<file path="src/design/rrse_defs.vh">
// rrse_defs.vh: opcode fields, encodings and reset values for the
// rotate / return / sleep execution block.
// assumes a 14-bit instruction word presented one per instruction cycle.
`ifndef RRSE_DEFS_VH
`define RRSE_DEFS_VH
`define RRSE_OP_HI_MSB      13
`define RRSE_OP_HI_LSB      8
`define RRSE_OP_ROTL        6'h0d
`define RRSE_OP_ROTR        6'h0c
`define RRSE_DEST_BIT       7
`define RRSE_FADDR_MSB      6
`define RRSE_INSN_RETURN    14'h0008
`define RRSE_INSN_SLEEP     14'h0063
`define RRSE_WDOG_CLEAR     8'h00
`define RRSE_PRESC_CLEAR    8'h00
`define RRSE_CARRY_RST      1'h0
`define RRSE_ACC_RST        8'h00
`define RRSE_TIMEOUT_RST    1'h1
`define RRSE_PDOWN_RST      1'h1
`define RRSE_PC_RST         13'h0000
`define RRSE_FADDR_RST      7'h00
`define RRSE_FWDATA_RST     8'h00
`define RRSE_PULSE_RST      1'h0
`define RRSE_OSC_RST        1'h1
`endif

</file>
<file path="src/design/rrse_core.v">
// rrse_core.v: executes rotate-through-carry, subroutine return and power-down.
// assumes insn_valid_i marks one instruction cycle and the file read data
// for insn_i[6:0] is presented combinationally on file_rdata_i.
// wake-up sources, stack depth and watchdog counting live outside this block;
// wake_i only restarts the oscillator once the core sleeps.
`timescale 1ns/1ps
`include "rrse_defs.vh"

// What this block does
// RQ1: left rotate through carry, old carry into bit 0, bit 7 to carry.
// RQ2: destination bit 0 writes accumulator, 1 writes back source register.
// RQ3: register operand is 7-bit address 0..127, destination one bit.
// RQ4: each rotate finishes in one instruction cycle as one word.
// RQ5: right rotate through carry, old carry into bit 7, bit 0 to carry.
// RQ6: power-down clears power-down flag, sets timeout flag, nothing else.
// RQ7: power-down loads watchdog counter with zero and clears its prescaler.
// RQ8: power-down halts the oscillator so execution stops.
// RQ9: return pops stack head into program counter, two cycles, flags untouched.
// RQ10: power-down is single-cycle; flags visible before oscillator halts.
module rrse_core (
   input  wire        core_clk_i,       // instruction clock
   input  wire        sys_rst_i,        // synchronous reset, active high
   input  wire        insn_valid_i,     // instruction present this cycle
   input  wire [13:0] insn_i,           // instruction word
   input  wire [7:0]  file_rdata_i,     // data of addressed file register
   input  wire [12:0] stack_head_i,     // top stack entry
   input  wire        wake_i,           // wake-up request restarts oscillator
   output reg  [6:0]  file_addr_o,      // file register address
   output reg  [7:0]  file_wdata_o,     // write-back data
   output reg         file_we_o,        // write-back strobe, one cycle
   output reg  [7:0]  acc_o,            // accumulator
   output reg         carry_flag_o,     // carry status flag
   output reg         timeout_flag_o,   // time-out status flag
   output reg         power_down_flag_o,// power-down status flag
   output reg  [7:0]  watchdog_counter_o, // watchdog count
   output reg  [7:0]  wdog_presc_o,     // watchdog prescaler
   output reg         wdog_clr_o,       // watchdog clear pulse
   output reg  [12:0] pc_o,             // program counter after pop
   output reg         pc_load_o,        // program counter load pulse
   output reg         stack_pop_o,      // stack pop pulse
   output reg         flush_o,          // discard prefetched instruction
   output reg         osc_run_o,        // oscillator enable
   output reg         busy_o            // second cycle of return in progress
);
   localparam ST_RUN   = 2'h0;
   localparam ST_FLUSH = 2'h1;
   localparam ST_HALT1 = 2'h2;
   localparam ST_SLEEP = 2'h3;

   reg  [1:0] state_reg;
   reg  [1:0] state_next;

   // instruction fields
   wire [5:0] op_hi;
   wire       dest;
   wire [6:0] faddr;
   // opcode decode, qualified by the valid strobe
   wire       is_rotl;
   wire       is_rotr;
   wire       is_rot;
   wire       is_ret;
   wire       is_slp;
   // only the run state executes; the flush slot and sleep drop the word
   wire       in_run;
   wire       do_rot;
   wire       do_ret;
   wire       do_slp;
   wire       do_halt;
   wire       do_wake;
   wire       wr_file;
   wire       wr_acc;
   wire [7:0] rot_res;
   wire       rot_c;

   assign op_hi   = insn_i[`RRSE_OP_HI_MSB:`RRSE_OP_HI_LSB];
   assign dest    = insn_i[`RRSE_DEST_BIT];                          // RQ3
   assign faddr   = insn_i[`RRSE_FADDR_MSB:0];                       // RQ3
   assign is_rotl = insn_valid_i && (op_hi == `RRSE_OP_ROTL);
   assign is_rotr = insn_valid_i && (op_hi == `RRSE_OP_ROTR);
   assign is_rot  = is_rotl || is_rotr;
   assign is_ret  = insn_valid_i && (insn_i == `RRSE_INSN_RETURN);
   assign is_slp  = insn_valid_i && (insn_i == `RRSE_INSN_SLEEP);
   assign in_run  = (state_reg == ST_RUN);
   assign do_rot  = in_run && is_rot;                                // RQ4
   assign do_ret  = in_run && is_ret;                                // RQ9
   assign do_slp  = in_run && is_slp;                                // RQ10
   assign do_halt = (state_reg == ST_HALT1);                         // RQ8
   assign do_wake = (state_reg == ST_SLEEP) && wake_i;
   assign wr_file = do_rot && dest;                                  // RQ2
   assign wr_acc  = do_rot && !dest;                                 // RQ2

   // one shared rotator; direction comes from the decoded opcode
   rrse_rotator i_rrse_rotator (
      .data_i   (file_rdata_i),
      .carry_i  (carry_flag_o),
      .left_i   (is_rotl),                                           // RQ1
      .result_o (rot_res),
      .carry_o  (rot_c)
   );

   // sequencing: run, one flush slot after return, halt then sleep
   always @* begin
      state_next = state_reg;
      case (state_reg)
         ST_RUN: begin
            if (is_ret) begin
               state_next = ST_FLUSH;                                // RQ9
            end else if (is_slp) begin
               state_next = ST_HALT1;                                // RQ10
            end
         end
         ST_FLUSH: begin
            state_next = ST_RUN;                                     // RQ9
         end
         ST_HALT1: begin
            state_next = ST_SLEEP;                                   // RQ8
         end
         ST_SLEEP: begin
            if (wake_i) begin
               state_next = ST_RUN;
            end
         end
         default: begin
            state_next = ST_RUN;
         end
      endcase
   end

   always @(posedge core_clk_i) begin
      if (sys_rst_i) begin
         state_reg <= ST_RUN;
      end else begin
         state_reg <= state_next;
      end
   end

   // file port: the address follows the instruction every cycle
   always @(posedge core_clk_i) begin
      if (sys_rst_i) begin
         file_addr_o  <= `RRSE_FADDR_RST;
         file_wdata_o <= `RRSE_FWDATA_RST;
         file_we_o    <= `RRSE_PULSE_RST;
      end else begin
         file_addr_o <= faddr;                                       // RQ3
         file_we_o   <= wr_file;                                     // RQ2 RQ4
         if (wr_file) begin
            file_wdata_o <= rot_res;                                 // RQ2
         end
      end
   end

   // accumulator takes the result only when the destination bit is 0
   always @(posedge core_clk_i) begin
      if (sys_rst_i) begin
         acc_o <= `RRSE_ACC_RST;
      end else if (wr_acc) begin
         acc_o <= rot_res;                                           // RQ2
      end
   end

   // carry changes only on a rotate; return and power-down keep it
   always @(posedge core_clk_i) begin
      if (sys_rst_i) begin
         carry_flag_o <= `RRSE_CARRY_RST;
      end else if (do_rot) begin
         carry_flag_o <= rot_c;                                      // RQ1 RQ5
      end
   end

   // status flags: only power-down entry touches them here
   always @(posedge core_clk_i) begin
      if (sys_rst_i) begin
         timeout_flag_o    <= `RRSE_TIMEOUT_RST;
         power_down_flag_o <= `RRSE_PDOWN_RST;
      end else if (do_slp) begin
         timeout_flag_o    <= 1'h1;                                  // RQ6
         power_down_flag_o <= 1'h0;                                  // RQ6
      end
   end

   // watchdog counter and prescaler are cleared on power-down entry
   always @(posedge core_clk_i) begin
      if (sys_rst_i) begin
         watchdog_counter_o <= `RRSE_WDOG_CLEAR;
         wdog_presc_o       <= `RRSE_PRESC_CLEAR;
         wdog_clr_o         <= `RRSE_PULSE_RST;
      end else begin
         wdog_clr_o <= do_slp;                                       // RQ7
         if (do_slp) begin
            watchdog_counter_o <= `RRSE_WDOG_CLEAR;                  // RQ7
            wdog_presc_o       <= `RRSE_PRESC_CLEAR;                 // RQ7
         end
      end
   end

   // return: load the popped entry and mark the prefetched word as dead
   always @(posedge core_clk_i) begin
      if (sys_rst_i) begin
         pc_o        <= `RRSE_PC_RST;
         pc_load_o   <= `RRSE_PULSE_RST;
         stack_pop_o <= `RRSE_PULSE_RST;
         flush_o     <= `RRSE_PULSE_RST;
         busy_o      <= `RRSE_PULSE_RST;
      end else begin
         pc_load_o   <= do_ret;                                      // RQ9
         stack_pop_o <= do_ret;                                      // RQ9
         flush_o     <= do_ret;                                      // RQ9
         busy_o      <= do_ret;
         if (do_ret) begin
            pc_o <= stack_head_i;                                    // RQ9
         end
      end
   end

   // oscillator drops one cycle after power-down so the flags settle first
   always @(posedge core_clk_i) begin
      if (sys_rst_i) begin
         osc_run_o <= `RRSE_OSC_RST;
      end else if (do_halt) begin
         osc_run_o <= 1'h0;                                          // RQ8 RQ10
      end else if (do_wake) begin
         osc_run_o <= 1'h1;
      end
   end
endmodule

</file>
<file path="src/design/rrse_rotator.v">
// rrse_rotator.v: one-place rotate through carry, either direction.
// assumes purely combinational use by the execution core.
`timescale 1ns/1ps
module rrse_rotator (
   input  wire [7:0] data_i,       // operand from file register
   input  wire       carry_i,      // current carry flag
   input  wire       left_i,       // 1 rotate left, 0 rotate right
   output wire [7:0] result_o,     // rotated value
   output wire       carry_o       // new carry flag
);
   assign result_o = left_i ? {data_i[6:0], carry_i} : {carry_i, data_i[7:1]};
   assign carry_o  = left_i ? data_i[7] : data_i[0];
endmodule

</file>
<file path="config.mk">
export PLATFORM = sky130hd
export DESIGN_NAME = rrse_core
export DESIGN_NICKNAME = d
export VERILOG_FILES = /design/src/design/rrse_core.v /design/src/design/rrse_rotator.v
export VERILOG_INCLUDE_DIRS = /design/src /design/src/design
export SDC_FILE = /design/constraint.sdc
export NUM_CORES = 1
export LEC_CHECK = 0
export ABC_AREA = 1
export BUFFER_PORTS_ARGS = -buffer_cell sky130_fd_sc_hd__buf_4
export CORE_MARGIN = 5
export CORE_UTILIZATION = 35
export CTS_BUF_LIST = sky130_fd_sc_hd__clkbuf_4
export CTS_CLUSTER_DIAMETER = 150
export DETAILED_ROUTE_END_ITERATION = 12
export PLACE_DENSITY = 0.65
export SYNTH_ARGS = -nofsm -noshare
export SYNTH_HDL_FRONTEND = slang
export SYNTH_SLANG_ARGS = --single-unit
export TNS_END_PERCENT = 50
</file>
<file path="constraint.sdc">
create_clock -name core_clk_i -period 1.3 [get_ports core_clk_i]
set_clock_uncertainty 0.15 [all_clocks]
set_input_delay 0.26 -clock core_clk_i [delete_from_list [all_inputs] [get_ports core_clk_i]]
set_output_delay 0.26 -clock core_clk_i [all_outputs]
set_load 0.01 [all_outputs]
</file>
# Word-level counts from Yosys, hierarchy flattened
# Cells that the tools add are included.
# Widths: inputs -> output; s select.
dict set report word_totals {
  ff_bits 44
  latch_bits 0
  ramBits 0
  rom_bits 0
  out_inout_bits 62
  word_cells 43
  mem_count 0
}
dict set report op_classes {
  addsub 0
  mul 0
  div 0
  n_lt_le_gt_ge 0
  eq_ne 9
  n_shift 0
  mux 8
  n_bitwise 0
  n_reduce_logical 15
}
# op n
set ops {}
lappend ops {{$eq 14x4->1 const B} 1}
lappend ops {{$eq 14x7->1 const B} 1}
lappend ops {{$eq 6x4->1 const B} 2}
lappend ops {{$logic_and 1x1->1} 10}
lappend ops {{$mux 8} 1}
lappend ops {{$pmux 2 s4} 1}
lappend ops {{$mux 2} 3}
lappend ops {{$eq 2x2->1 const B} 2}
lappend ops {{$mux 1} 3}
lappend ops {{$ne 3x3->1 const B} 1}
lappend ops {{$eq 2x1->1 const B} 1}
lappend ops {{$logic_not 2->1} 1}
lappend ops {{$ne 2x2->1 const B} 1}
lappend ops {{$reduce_and 2->1} 1}
lappend ops {{$reduce_bool 2->1} 1}
lappend ops {{$logic_not 1->1} 1}
lappend ops {{$logic_or 1x1->1} 1}

# Depth between registers and ports, before layout
# Gate-level depths: netlist (run 1).
dict set report depth {
  depth_word 5
  mapped_depth 9
  depth_no_buf 8
}

# Hierarchy
# A second synthesis (run 1) with hierarchy kept.
dict set report hier_totals {
  hier_cells 316
  hier_area_um2 2173.3
}
# module n_inst cells_per_inst area_per_inst_um2 seq_area_each_um2
set by_module_without_submodules {}
lappend by_module_without_submodules {rrse_core 1 287 2057.0 880.8}
lappend by_module_without_submodules {rrse_rotator 1 29 116.4 0.0}

# Worst setup path before layout (run 1)
# Ideal clock, no wire load.
dict set report synth_path {
  path_type {input to register}
  startpoint {input insn_i[12]}
  endpoint {register file_wdata_o[6]}
  setup_ns 0.112
  arrival_ns 1.066
  setup_slack_ns -0.028
  stages 8
  n_path_buf 1
  cell_sequence {inv_1 nand2_2 nor2_8 and2_4 nand2_4 buf_6 nor2_2 nor2_2}
}
dict set report synth_between {
  elab_chain_len 5
}
# item line_no
set synth_rtl {}
lappend synth_rtl {{start: declaration} rrse_core.v:24} ;# input wire [13:0] insn_i,
lappend synth_rtl {{$eq 6x4->1 (no source line)} --}
lappend synth_rtl {{$logic_and 1x1->1 (on tied branches)} {rrse_core.v:78, rrse_core.v:79}}
lappend synth_rtl {{$logic_or 1x1->1} rrse_core.v:80} ;# assign is_rot = is_rotl || is_rotr;
lappend synth_rtl {{$logic_and 1x1->1} rrse_core.v:84} ;# assign do_rot = in_run && is_rot;
lappend synth_rtl {{$logic_and 1x1->1} rrse_core.v:89} ;# assign wr_file = do_rot && dest;
lappend synth_rtl {{end signal: assignment} rrse_core.v:141} ;# file_wdata_o <= `RRSE_FWDATA_RST;
lappend synth_rtl {{end signal: assignment} rrse_core.v:147} ;# file_wdata_o <= rot_res;
lappend synth_rtl {{end: declaration} rrse_core.v:29} ;# output reg [7:0] file_wdata_o,
# Several ways; a longest one is shown, not always the timed one.
# A chain may end at the register's enable or synchronous reset.

# Worst setup path after layout (run 1)
dict set report layout_path {
  startpoint {register state_reg[1]}
  endpoint {register acc_o[7]}
}
dict set report layout_between {
  elab_chain_len 3
}
# item line_no
set layout_rtl {}
lappend layout_rtl {{start: declaration} rrse_core.v:50} ;# reg [1:0] state_reg;
lappend layout_rtl {{start signal: assignment} rrse_core.v:133} ;# state_reg <= state_next;
lappend layout_rtl {{$logic_not 2->1} rrse_core.v:83} ;# assign in_run = (state_reg == ST_RUN);
lappend layout_rtl {{$logic_and 1x1->1} rrse_core.v:84}
lappend layout_rtl {{$logic_and 1x1->1} rrse_core.v:90} ;# assign wr_acc = do_rot && !dest;
lappend layout_rtl {{end signal: assignment} rrse_core.v:155} ;# acc_o <= `RRSE_ACC_RST;
lappend layout_rtl {{end signal: assignment} rrse_core.v:157} ;# acc_o <= rot_res;
lappend layout_rtl {{end: declaration} rrse_core.v:31} ;# output reg [7:0] acc_o,
# Every way passes these cells.

==> results of run 1 <==
-- layer usage --
layer,wire length (µm),track usage
met1,2420,0.176
met3,543,0.0438
met2,2800,0.262
met4,36,0.0330
met5,0,0
-- through the flow --
| step | hold WS, ns | setup TNS (ns) |
|---|---|---|
| CTS | 0.0260 | -0.638 |
| global route | 0.0348 | -1.58 |
| global placement | 0.317 | -4.87 |
| detailed placement | 0.337 | -5.10 |
| floorplan | 0.217 | 0 |
| finish | 0.0397 | -0.374 |
-- Yosys cell counts --
master	instances
o211ai_1	1
conb_1	2
o22ai_1	1
clkbuf_1	1
nand3_4	1
nand2_4	2
and2_4	1
nand2_1	81
nor2_2	5
a21oi_1	4
buf_2	4
nor2_4	1
o21ai_0	1
nand2_2	5
a21oi_2	1
o21ai_2	1
buf_6	4
inv_1	47
nand3_1	12
buf_4	20
nor2_8	1
nor2_1	80
dfxtp_1	44
inv_2	2
-- power groups by stage --
| stage | clock network, mW | logic (mW) | registers, mW |
|---|---|---|---|
| 2_1_floorplan | 0 | 0.149 | 1.41 |
| 3_3_place_gp | 0 | 0.285 | 1.40 |
| 3_5_place_dp | 0 | 0.286 | 1.40 |
| 4_1_cts | 0.718 | 0.348 | 1.37 |
| 5_1_grt | 0.766 | 0.385 | 1.37 |
| 6_report | 0.678 | 0.354 | 1.37 |
-- worst reg2reg max path, stage by stage (launching register included) --
cell	delay [ns]
dfxtp_2	0.34
inv_2	0.06
nand2_2	0.07
nor2_2	0.08
and2_4	0.18
buf_12	0.14
nand2_8	0.08
nand2_4	0.09
nand2_2	0.05
nor2_2	0.10
-- repair_timing --
| action | CTS | global route |
|---|---|---|
| endpoints found under the setup margin | 22 | 40 |
| hold buffers | 18 | 0 |
| setup buffers | 2 | 1 |
| gates resized for setup | 23 | 27 |
| cloned | 3 | 0 |
| pin swaps | 9 | 9 |
| endpoints found under the hold margin | 22 | 0 |
-- kinds of logic (layout without fill, tap and decap cells) --
| logic type | Yosys count | count (layout) | synth area share |
|---|---|---|---|
| simple gates | 189 | 192 | 0.375 |
| buf+inv | 78 | 178 | 0.187 |
| flops | 44 | 44 | 0.409 |
| compound gates | 9 | 9 | 0.0261 |
| other cells | 2 | 17 | 0.00349 |
-- final timing paths --
kind	end	start	slack, ns	cells after the start
hold / removal	osc_run_o	wake_i	0.04	3
hold reg to reg	power_down_flag_o	power_down_flag_o	0.35	2
setup reg to reg	acc_o[7]	state_reg[1]	-0.06	9
setup / recovery	acc_o[7]	state_reg[1]	-0.06	9
-- final cells by class --
class,count,area (µm²),area share
Multi-Input combinational cell,218,1070,0.322
Timing Repair Buffer,121,1010,0.305
Clock inverter,2,11.3,0.00339
Tap cell,75,93.8,0.0283
Inverter,49,184,0.0554
Sequential cell,44,903,0.272
Clock buffer,6,45.0,0.0136
==> results.toml, run 1 <==
[yosys]
synthDistinctLibCells = 24
synthDominantCellAreaShare = 0.409
synthCells = 322
yosysSeqAreaShare = 0.409
synth_area_leader_cell = "dfxtp_1"
synth_seq_cells = 44
syn_area_mm2 = 0.00215
synth_area_per_cell_um2 = 6.69
synth_warnings = 0
synth_area_leaders = "dfxtp_1, nand2_1, nor2_1"

[power]
power.density_mw_per_mm2 = 722
p_sw_mw = 0.630
p_seq_frac = 0.569
power.internal_mw = 1.77
p_leak_nw = 1.78
combPwrFrac = 0.148
swShare = 0.263
finalPower_mw = 2.40
vdd_drop_max_v = 0.000321
clkPwrFrac = 0.283

[timing]
slew_viol_final = 0
rsz0062_at_grt = "true"
final-hold-violation-count = 0
fmax_ghz = 0.735
period_share = 1.05
fin_crit_ns = 1.36
setup_slack_ns = -0.0603
setup_violations = 14

[place]
io_buffers = 83
dpl.hpwl_um = 4030
routabilityCongestion = 0.797
dp.cells = 483
place_area_mm2 = 0.00286
post-place-ws_ns = -0.217

[setup_path]
worst_setup_path_start_kind = "flop"
cp_max_fo = 8
crit_buf_inv = 2
crit_arrival_ns = 1.52
critPathMaxStageDelay_ns = 0.34
worstSetupPathType = "reg -> reg"
cp-end-kind = "flop"
crit_required_ns = 1.46
critPathTopFamily = "simple AND/OR/NAND/NOR gates"
cp_slowest_cell = "dfxtp_2"
cp_cell_sequence = "inv_2, nand2_2, nor2_2, and2_4, buf_12, nand2_8, nand2_4, nand2_2, nor2_2"

[routing]
ant_nets = 0
drt_wl_total_um = 5810
firstDrtPassIters = 4
via_per_inst = 4.20
wl_per_cell_um = 11.3
drc = 0
vias = 2165
drt_first_iter_violations = 52

[clocking]
htreeDepth = 2
clk-insertion-delay-late_ns = 0.35
clockBufferDepth = 2
cts_tree = "built"
cts_root_buffer = "clkbuf_4"
cts.clk_slew.worst_paths_ns = 0.13
numCtsBuffers = 5
clock-sinks = 44

[layout]
layout_common_cells = "buf_4, nand2_1, nor2_1"
fillCellCount = 596
fin_nets = 478
reg.largest.list = "pc_o: 13 flops, acc_o: 8 flops, file_wdata_o: 8 flops"
design_area_mm2 = 0.00332
regMostFlops = "pc_o"
final_cells = 515
drive_gt1_frac = 0.386
largest_reg_flops = 13
num_antenna_cells = 0
post-route-util = 0.557
syn_to_final_growth_pct = 54.1
final_common_cell = "buf_4"

[floorplanning]
core_area_mm2 = 0.00596
io_pins = 101
die_height_um = 88.5
dieArea_mm2 = 0.00783
std_cell_rows = 28
die_w_um = 88.5
initial_core_util = 0.362

[global_route]
grt_pass1_wl_um = 9110
grt_usage = 0.148
gr-total-overflow = 0
grt_antenna_before_repair = 0
grt_max_degree = 29
grt_pass1_vias = 2035

[run_status]
outcome = "finished with violations"
violations = "setup timing"

[hold_path]
hp-class = "in -> reg"

[job]
cap_violations = 0
Note: power is estimated with default switching activity, not from simulation.
==> inputs of run 2 (changes only) <==
Settings changed: BUFFER_PORTS_ARGS -buffer_cell sky130_fd_sc_hd__buf_4 to default, CORE_UTILIZATION 35 to 59, DONT_BUFFER_PORTS from default to 1, PLACE_DENSITY 0.65 to 0.78.
==> results.toml, run 2 (same netlist as run 1, synthesis figures left out) <==
[run_status]
outcome = "finished with violations"
violations = "hold timing, setup timing"

[global_route]
gr-total-overflow = 0
grt_antenna_before_repair = 0
grt_pass1_vias = 1715
grt_pass1_wl_um = 7730
grt_usage = 0.194
grt_max_degree = 29

[routing]
ant_nets = 0
wl_per_cell_um = 12.1
vias = 1836
via_per_inst = 4.51
drt_wl_total_um = 4940
firstDrtPassIters = 6
drt_first_iter_violations = 41
drc = 0

[clocking]
numCtsBuffers = 5
cts.clk_slew.worst_paths_ns = 0.14
clk-insertion-delay-late_ns = 0.36
clock-sinks = 44
cts_root_buffer = "clkbuf_4"
clockBufferDepth = 2
cts_hold_buf = 28
htreeDepth = 2
cts_tree = "built"

[layout]
regMostFlops = "pc_o"
layout_common_cells = "nand2_1, nor2_1, inv_1"
reg.largest.list = "pc_o: 13 flops, acc_o: 8 flops, file_wdata_o: 8 flops"
final_cells = 407
num_antenna_cells = 0
largest_reg_flops = 13
fillCellCount = 306
drive_gt1_frac = 0.142
fin_nets = 397
syn_to_final_growth_pct = 20.5
design_area_mm2 = 0.00260

[floorplanning]
dieArea_mm2 = 0.00496
die_w_um = 70.4
die_height_um = 70.4
io_pins = 101
initial_core_util = 0.598
core_area_mm2 = 0.00361
std_cell_rows = 22

[setup_path]
cp-end-kind = "flop"
cp_slowest_cell = "dfxtp_2"
crit_buf_inv = 1
cpMostUsedCell = "nor2_1"
cp_max_fo = 8
worst_setup_path_start_kind = "flop"
critPathMaxStageDelay_ns = 0.35
cp_cell_sequence = "inv_2, nand2_2, nor2_1, and2_4, nand2_4, nor2_1, nor2_1"
ff2ff_setup_slack_ns = -0.02
crit_arrival_ns = 1.44
critPathTopFamily = "simple AND/OR/NAND/NOR gates"
worstSetupPathType = "reg -> reg"
crit_required_ns = 1.41

[place]
dpl.hpwl_um = 3130
dp.cells = 368
place_area_mm2 = 0.00218
io_buffers = 0
routabilityCongestion = 0.788

[power]
power.density_mw_per_mm2 = 943
vdd_drop_max_v = 0.000747
finalPower_mw = 2.45
p_leak_nw = 1.38

[timing]
setup_violations = 12
fmax_ghz = 0.755
setup_slack_ns = -0.0238
final-hold-violation-count = 9
period_share = 1.02
fin_crit_ns = 1.32
hold_slack_ns = -0.0632
rsz0062_at_grt = "true"
slew_viol_final = 0

[hold_path]
hp-class = "in -> reg"

[job]
cap_violations = 0
[run 2: cell types whose count changed in the layout (fill, tap and decap cells not counted), moves of 6 or more]
cell,previous run,this run
buf_4,94,11
dfxtp_1,30,41
dlygate4sd3_1,18,28
dfxtp_2,12,3
nand2_1,70,79
nor2_1,70,79
nand2_2,14,6
nor2_2,13,5
buf_6,6,0
[run 2: final cells by class]
class | instances | area, µm² | share of cell area
Timing Repair Buffer | 41 | 403 | 0.155
Clock inverter | 2 | 35.0 | 0.0135
Clock buffer | 6 | 45.0 | 0.0173
Sequential cell | 44 | 885 | 0.341
Multi-Input combinational cell | 217 | 985 | 0.379
Tap cell | 48 | 60.1 | 0.0231
Inverter | 49 | 184 | 0.0708
[run 2: report_power, final]
part / internal [mW] / leakage (nW) / total [mW] / switching, mW
clock network: 0.425 / 0.0456 / 0.854 / 0.429
logic: 0.101 / 0.979 / 0.214 / 0.114
registers: 1.36 / 0.358 / 1.38 / 0.0155
total: 1.89 / 1.38 / 2.45 / 0.559
[run 2: path summary, 6_finish.rpt]
path	startpoint	to	cells after the start
min	insn_i[7]	file_we_o	2
min reg2reg	file_wdata_o[4]	file_wdata_o[4]	4
max	state_reg[1]	file_wdata_o[7]	7
max reg2reg	state_reg[1]	file_wdata_o[7]	7
[run 2: timing repair]
| action | 4_1_cts | 5_1_grt |
|---|---|---|
| buffers inserted | 0 | 1 |
| gates resized for setup | 4 | 5 |
| endpoints found under the setup margin | 18 | 29 |
| pin swaps | 3 | 2 |
| hold endpoints to repair | 32 | 8 |
| gates cloned | 0 | 2 |
[run 2: routing by layer]
metal,share of wire,up-vias,global-route usage
li1,-,972,-
met1,0.36,779,0.197
met2,0.52,79,0.347
met3,0.12,6,0.0892
met4,0.0081,0,0.0617
met5,0,-,0
[run 2: per-stage QoR]
stage	hold slack, ns	utilization	worst slack, ns	setup TNS, ns
after floorplan	0.217	-	0.00200	0
after global placement	0.181	0.604	-0.0533	-0.550
after detailed placement	0.184	0.604	-0.0889	-1.09
after CTS	-0.0575	0.709	-0.0247	-0.122
after global routing	-0.0822	0.720	-0.0732	-0.938
final	-0.0632	0.720	-0.0238	-0.0966
==> inputs of run 3 (changes only) <==
Settings changed: TNS_END_PERCENT 50 to default.
==> results.toml, run 3 (same netlist as run 1, synthesis figures left out) <==
[layout]
layout_common_cells = "nand2_1, nor2_1, inv_1"
drive_gt1_frac = 0.142
reg.largest.list = "pc_o: 13 flops, acc_o: 8 flops, file_wdata_o: 8 flops"
regMostFlops = "pc_o"
syn_to_final_growth_pct = 20.5
fin_nets = 397
largest_reg_flops = 13
post-route-util = 0.720
num_antenna_cells = 0

[floorplanning]
core_area_mm2 = 0.00361
die_height_um = 70.4
initial_core_util = 0.598
io_pins = 101
dieArea_mm2 = 0.00496
die_w_um = 70.4
std_cell_rows = 22

[clocking]
clock-sinks = 44
cts_root_buffer = "clkbuf_4"
cts_tree = "built"
clk-insertion-delay-late_ns = 0.34
htreeDepth = 2
numCtsBuffers = 5
cts.clk_slew.worst_paths_ns = 0.14
clockBufferDepth = 2
cts_hold_buf = 28

[routing]
drt_first_iter_violations = 40
via_per_inst = 4.50
firstDrtPassIters = 4
drt_wl_total_um = 4950
vias = 1831
drc = 0
ant_nets = 0
wl_per_cell_um = 12.2

[global_route]
grt_usage = 0.194
met2_usage = 0.347
grt_pass1_vias = 1711
busiest_layer = "met2"
gr-total-overflow = 0
use_met1 = 0.197
grt_antenna_before_repair = 0
grt_use_met3 = 0.0892
grt_max_degree = 29
grt_pass1_wl_um = 7730

[setup_path]
worstSetupPathType = "reg -> reg"
cp-end-kind = "flop"
cp_max_fo = 8
critPathMaxStageDelay_ns = 0.35
cp_cell_sequence = "inv_2, nand2_2, nor2_1, and2_4, nand2_4, nor2_1, nor2_1"
worst_setup_path_start_kind = "flop"
cp_slowest_cell = "dfxtp_2"
crit_required_ns = 1.41
cpMostUsedCell = "nor2_1"
crit_buf_inv = 1
critPathTopFamily = "simple AND/OR/NAND/NOR gates"
crit_arrival_ns = 1.44

[timing]
rsz0062_at_grt = "true"
setup_slack_ns = -0.0242
slew_viol_final = 0
final-hold-violation-count = 9
setup_violations = 12
fin_crit_ns = 1.32
period_share = 1.02
fmax_ghz = 0.755
hold_slack_ns = -0.0622

[run_status]
outcome = "finished with violations"
violations = "hold timing, setup timing"

[power]
vdd_drop_max_v = 0.000747
p_leak_nw = 1.38
power.density_mw_per_mm2 = 943

[place]
post-place-ws_ns = -0.0889
routabilityCongestion = 0.788
io_buffers = 0
dpl.hpwl_um = 3130

[job]
cap_violations = 0

[hold_path]
hp-class = "in -> reg"
[run 3: cell counts in the layout (fill, tap and decap cells not counted)]
Identical to the previous run, type by type.
[run 3: repair_timing]
item	CTS	global route
pin swaps	3	2
resized for setup	4	5
setup endpoints to repair	18	29
setup buffers	0	1
gates cloned	0	2
hold endpoints to repair	32	8
[run 3: path summary, 6_finish.rpt]
path                          end            start  depth (start not counted)  slack (ns)
setup / recovery  file_wdata_o[7]     state_reg[1]                          7       -0.02
hold reg to reg   file_wdata_o[4]  file_wdata_o[4]                          4        0.42
hold / removal          file_we_o        insn_i[7]                          2       -0.06
setup reg to reg  file_wdata_o[7]     state_reg[1]                          7       -0.02
[run 3: through the flow]
| step | cells | total power, mW | cell area (µm²) | setup TNS, ns |
|---|---|---|---|---|
| 2_1_floorplan | 337 | 1.56 | 2220 | 0 |
| 3_3_place_gp | 368 | 1.54 | 2180 | -0.550 |
| 3_5_place_dp | 368 | 1.55 | 2180 | -1.09 |
| 4_1_cts | 404 | 2.46 | 2560 | -0.122 |
| 5_1_grt | 407 | 2.55 | 2600 | -0.938 |
| 6_report | 407 | 2.45 | 2600 | -0.130 |
[run 3: cell type report]
cell class                      instances  area (µm²)
Clock buffer                            6        45.0
Fill cell                             306        1010
Multi-Input combinational cell        217         985
Sequential cell                        44         885
Inverter                               49         184
Timing Repair Buffer                   41         403
Clock inverter                          2        35.0
Tap cell                               48        60.1
[run 3: where the power goes]
group / internal (mW) / total (mW) / switching, mW
Sequential: 1.36 / 1.38 / 0.0155
Clock: 0.425 / 0.855 / 0.430
Combinational: 0.101 / 0.214 / 0.114
[run 3: layer usage]
layer,vias up,share of wire
li1,972,-
met1,779,0.36
met2,74,0.52
met3,6,0.11
met4,0,0.0081
met5,-,0
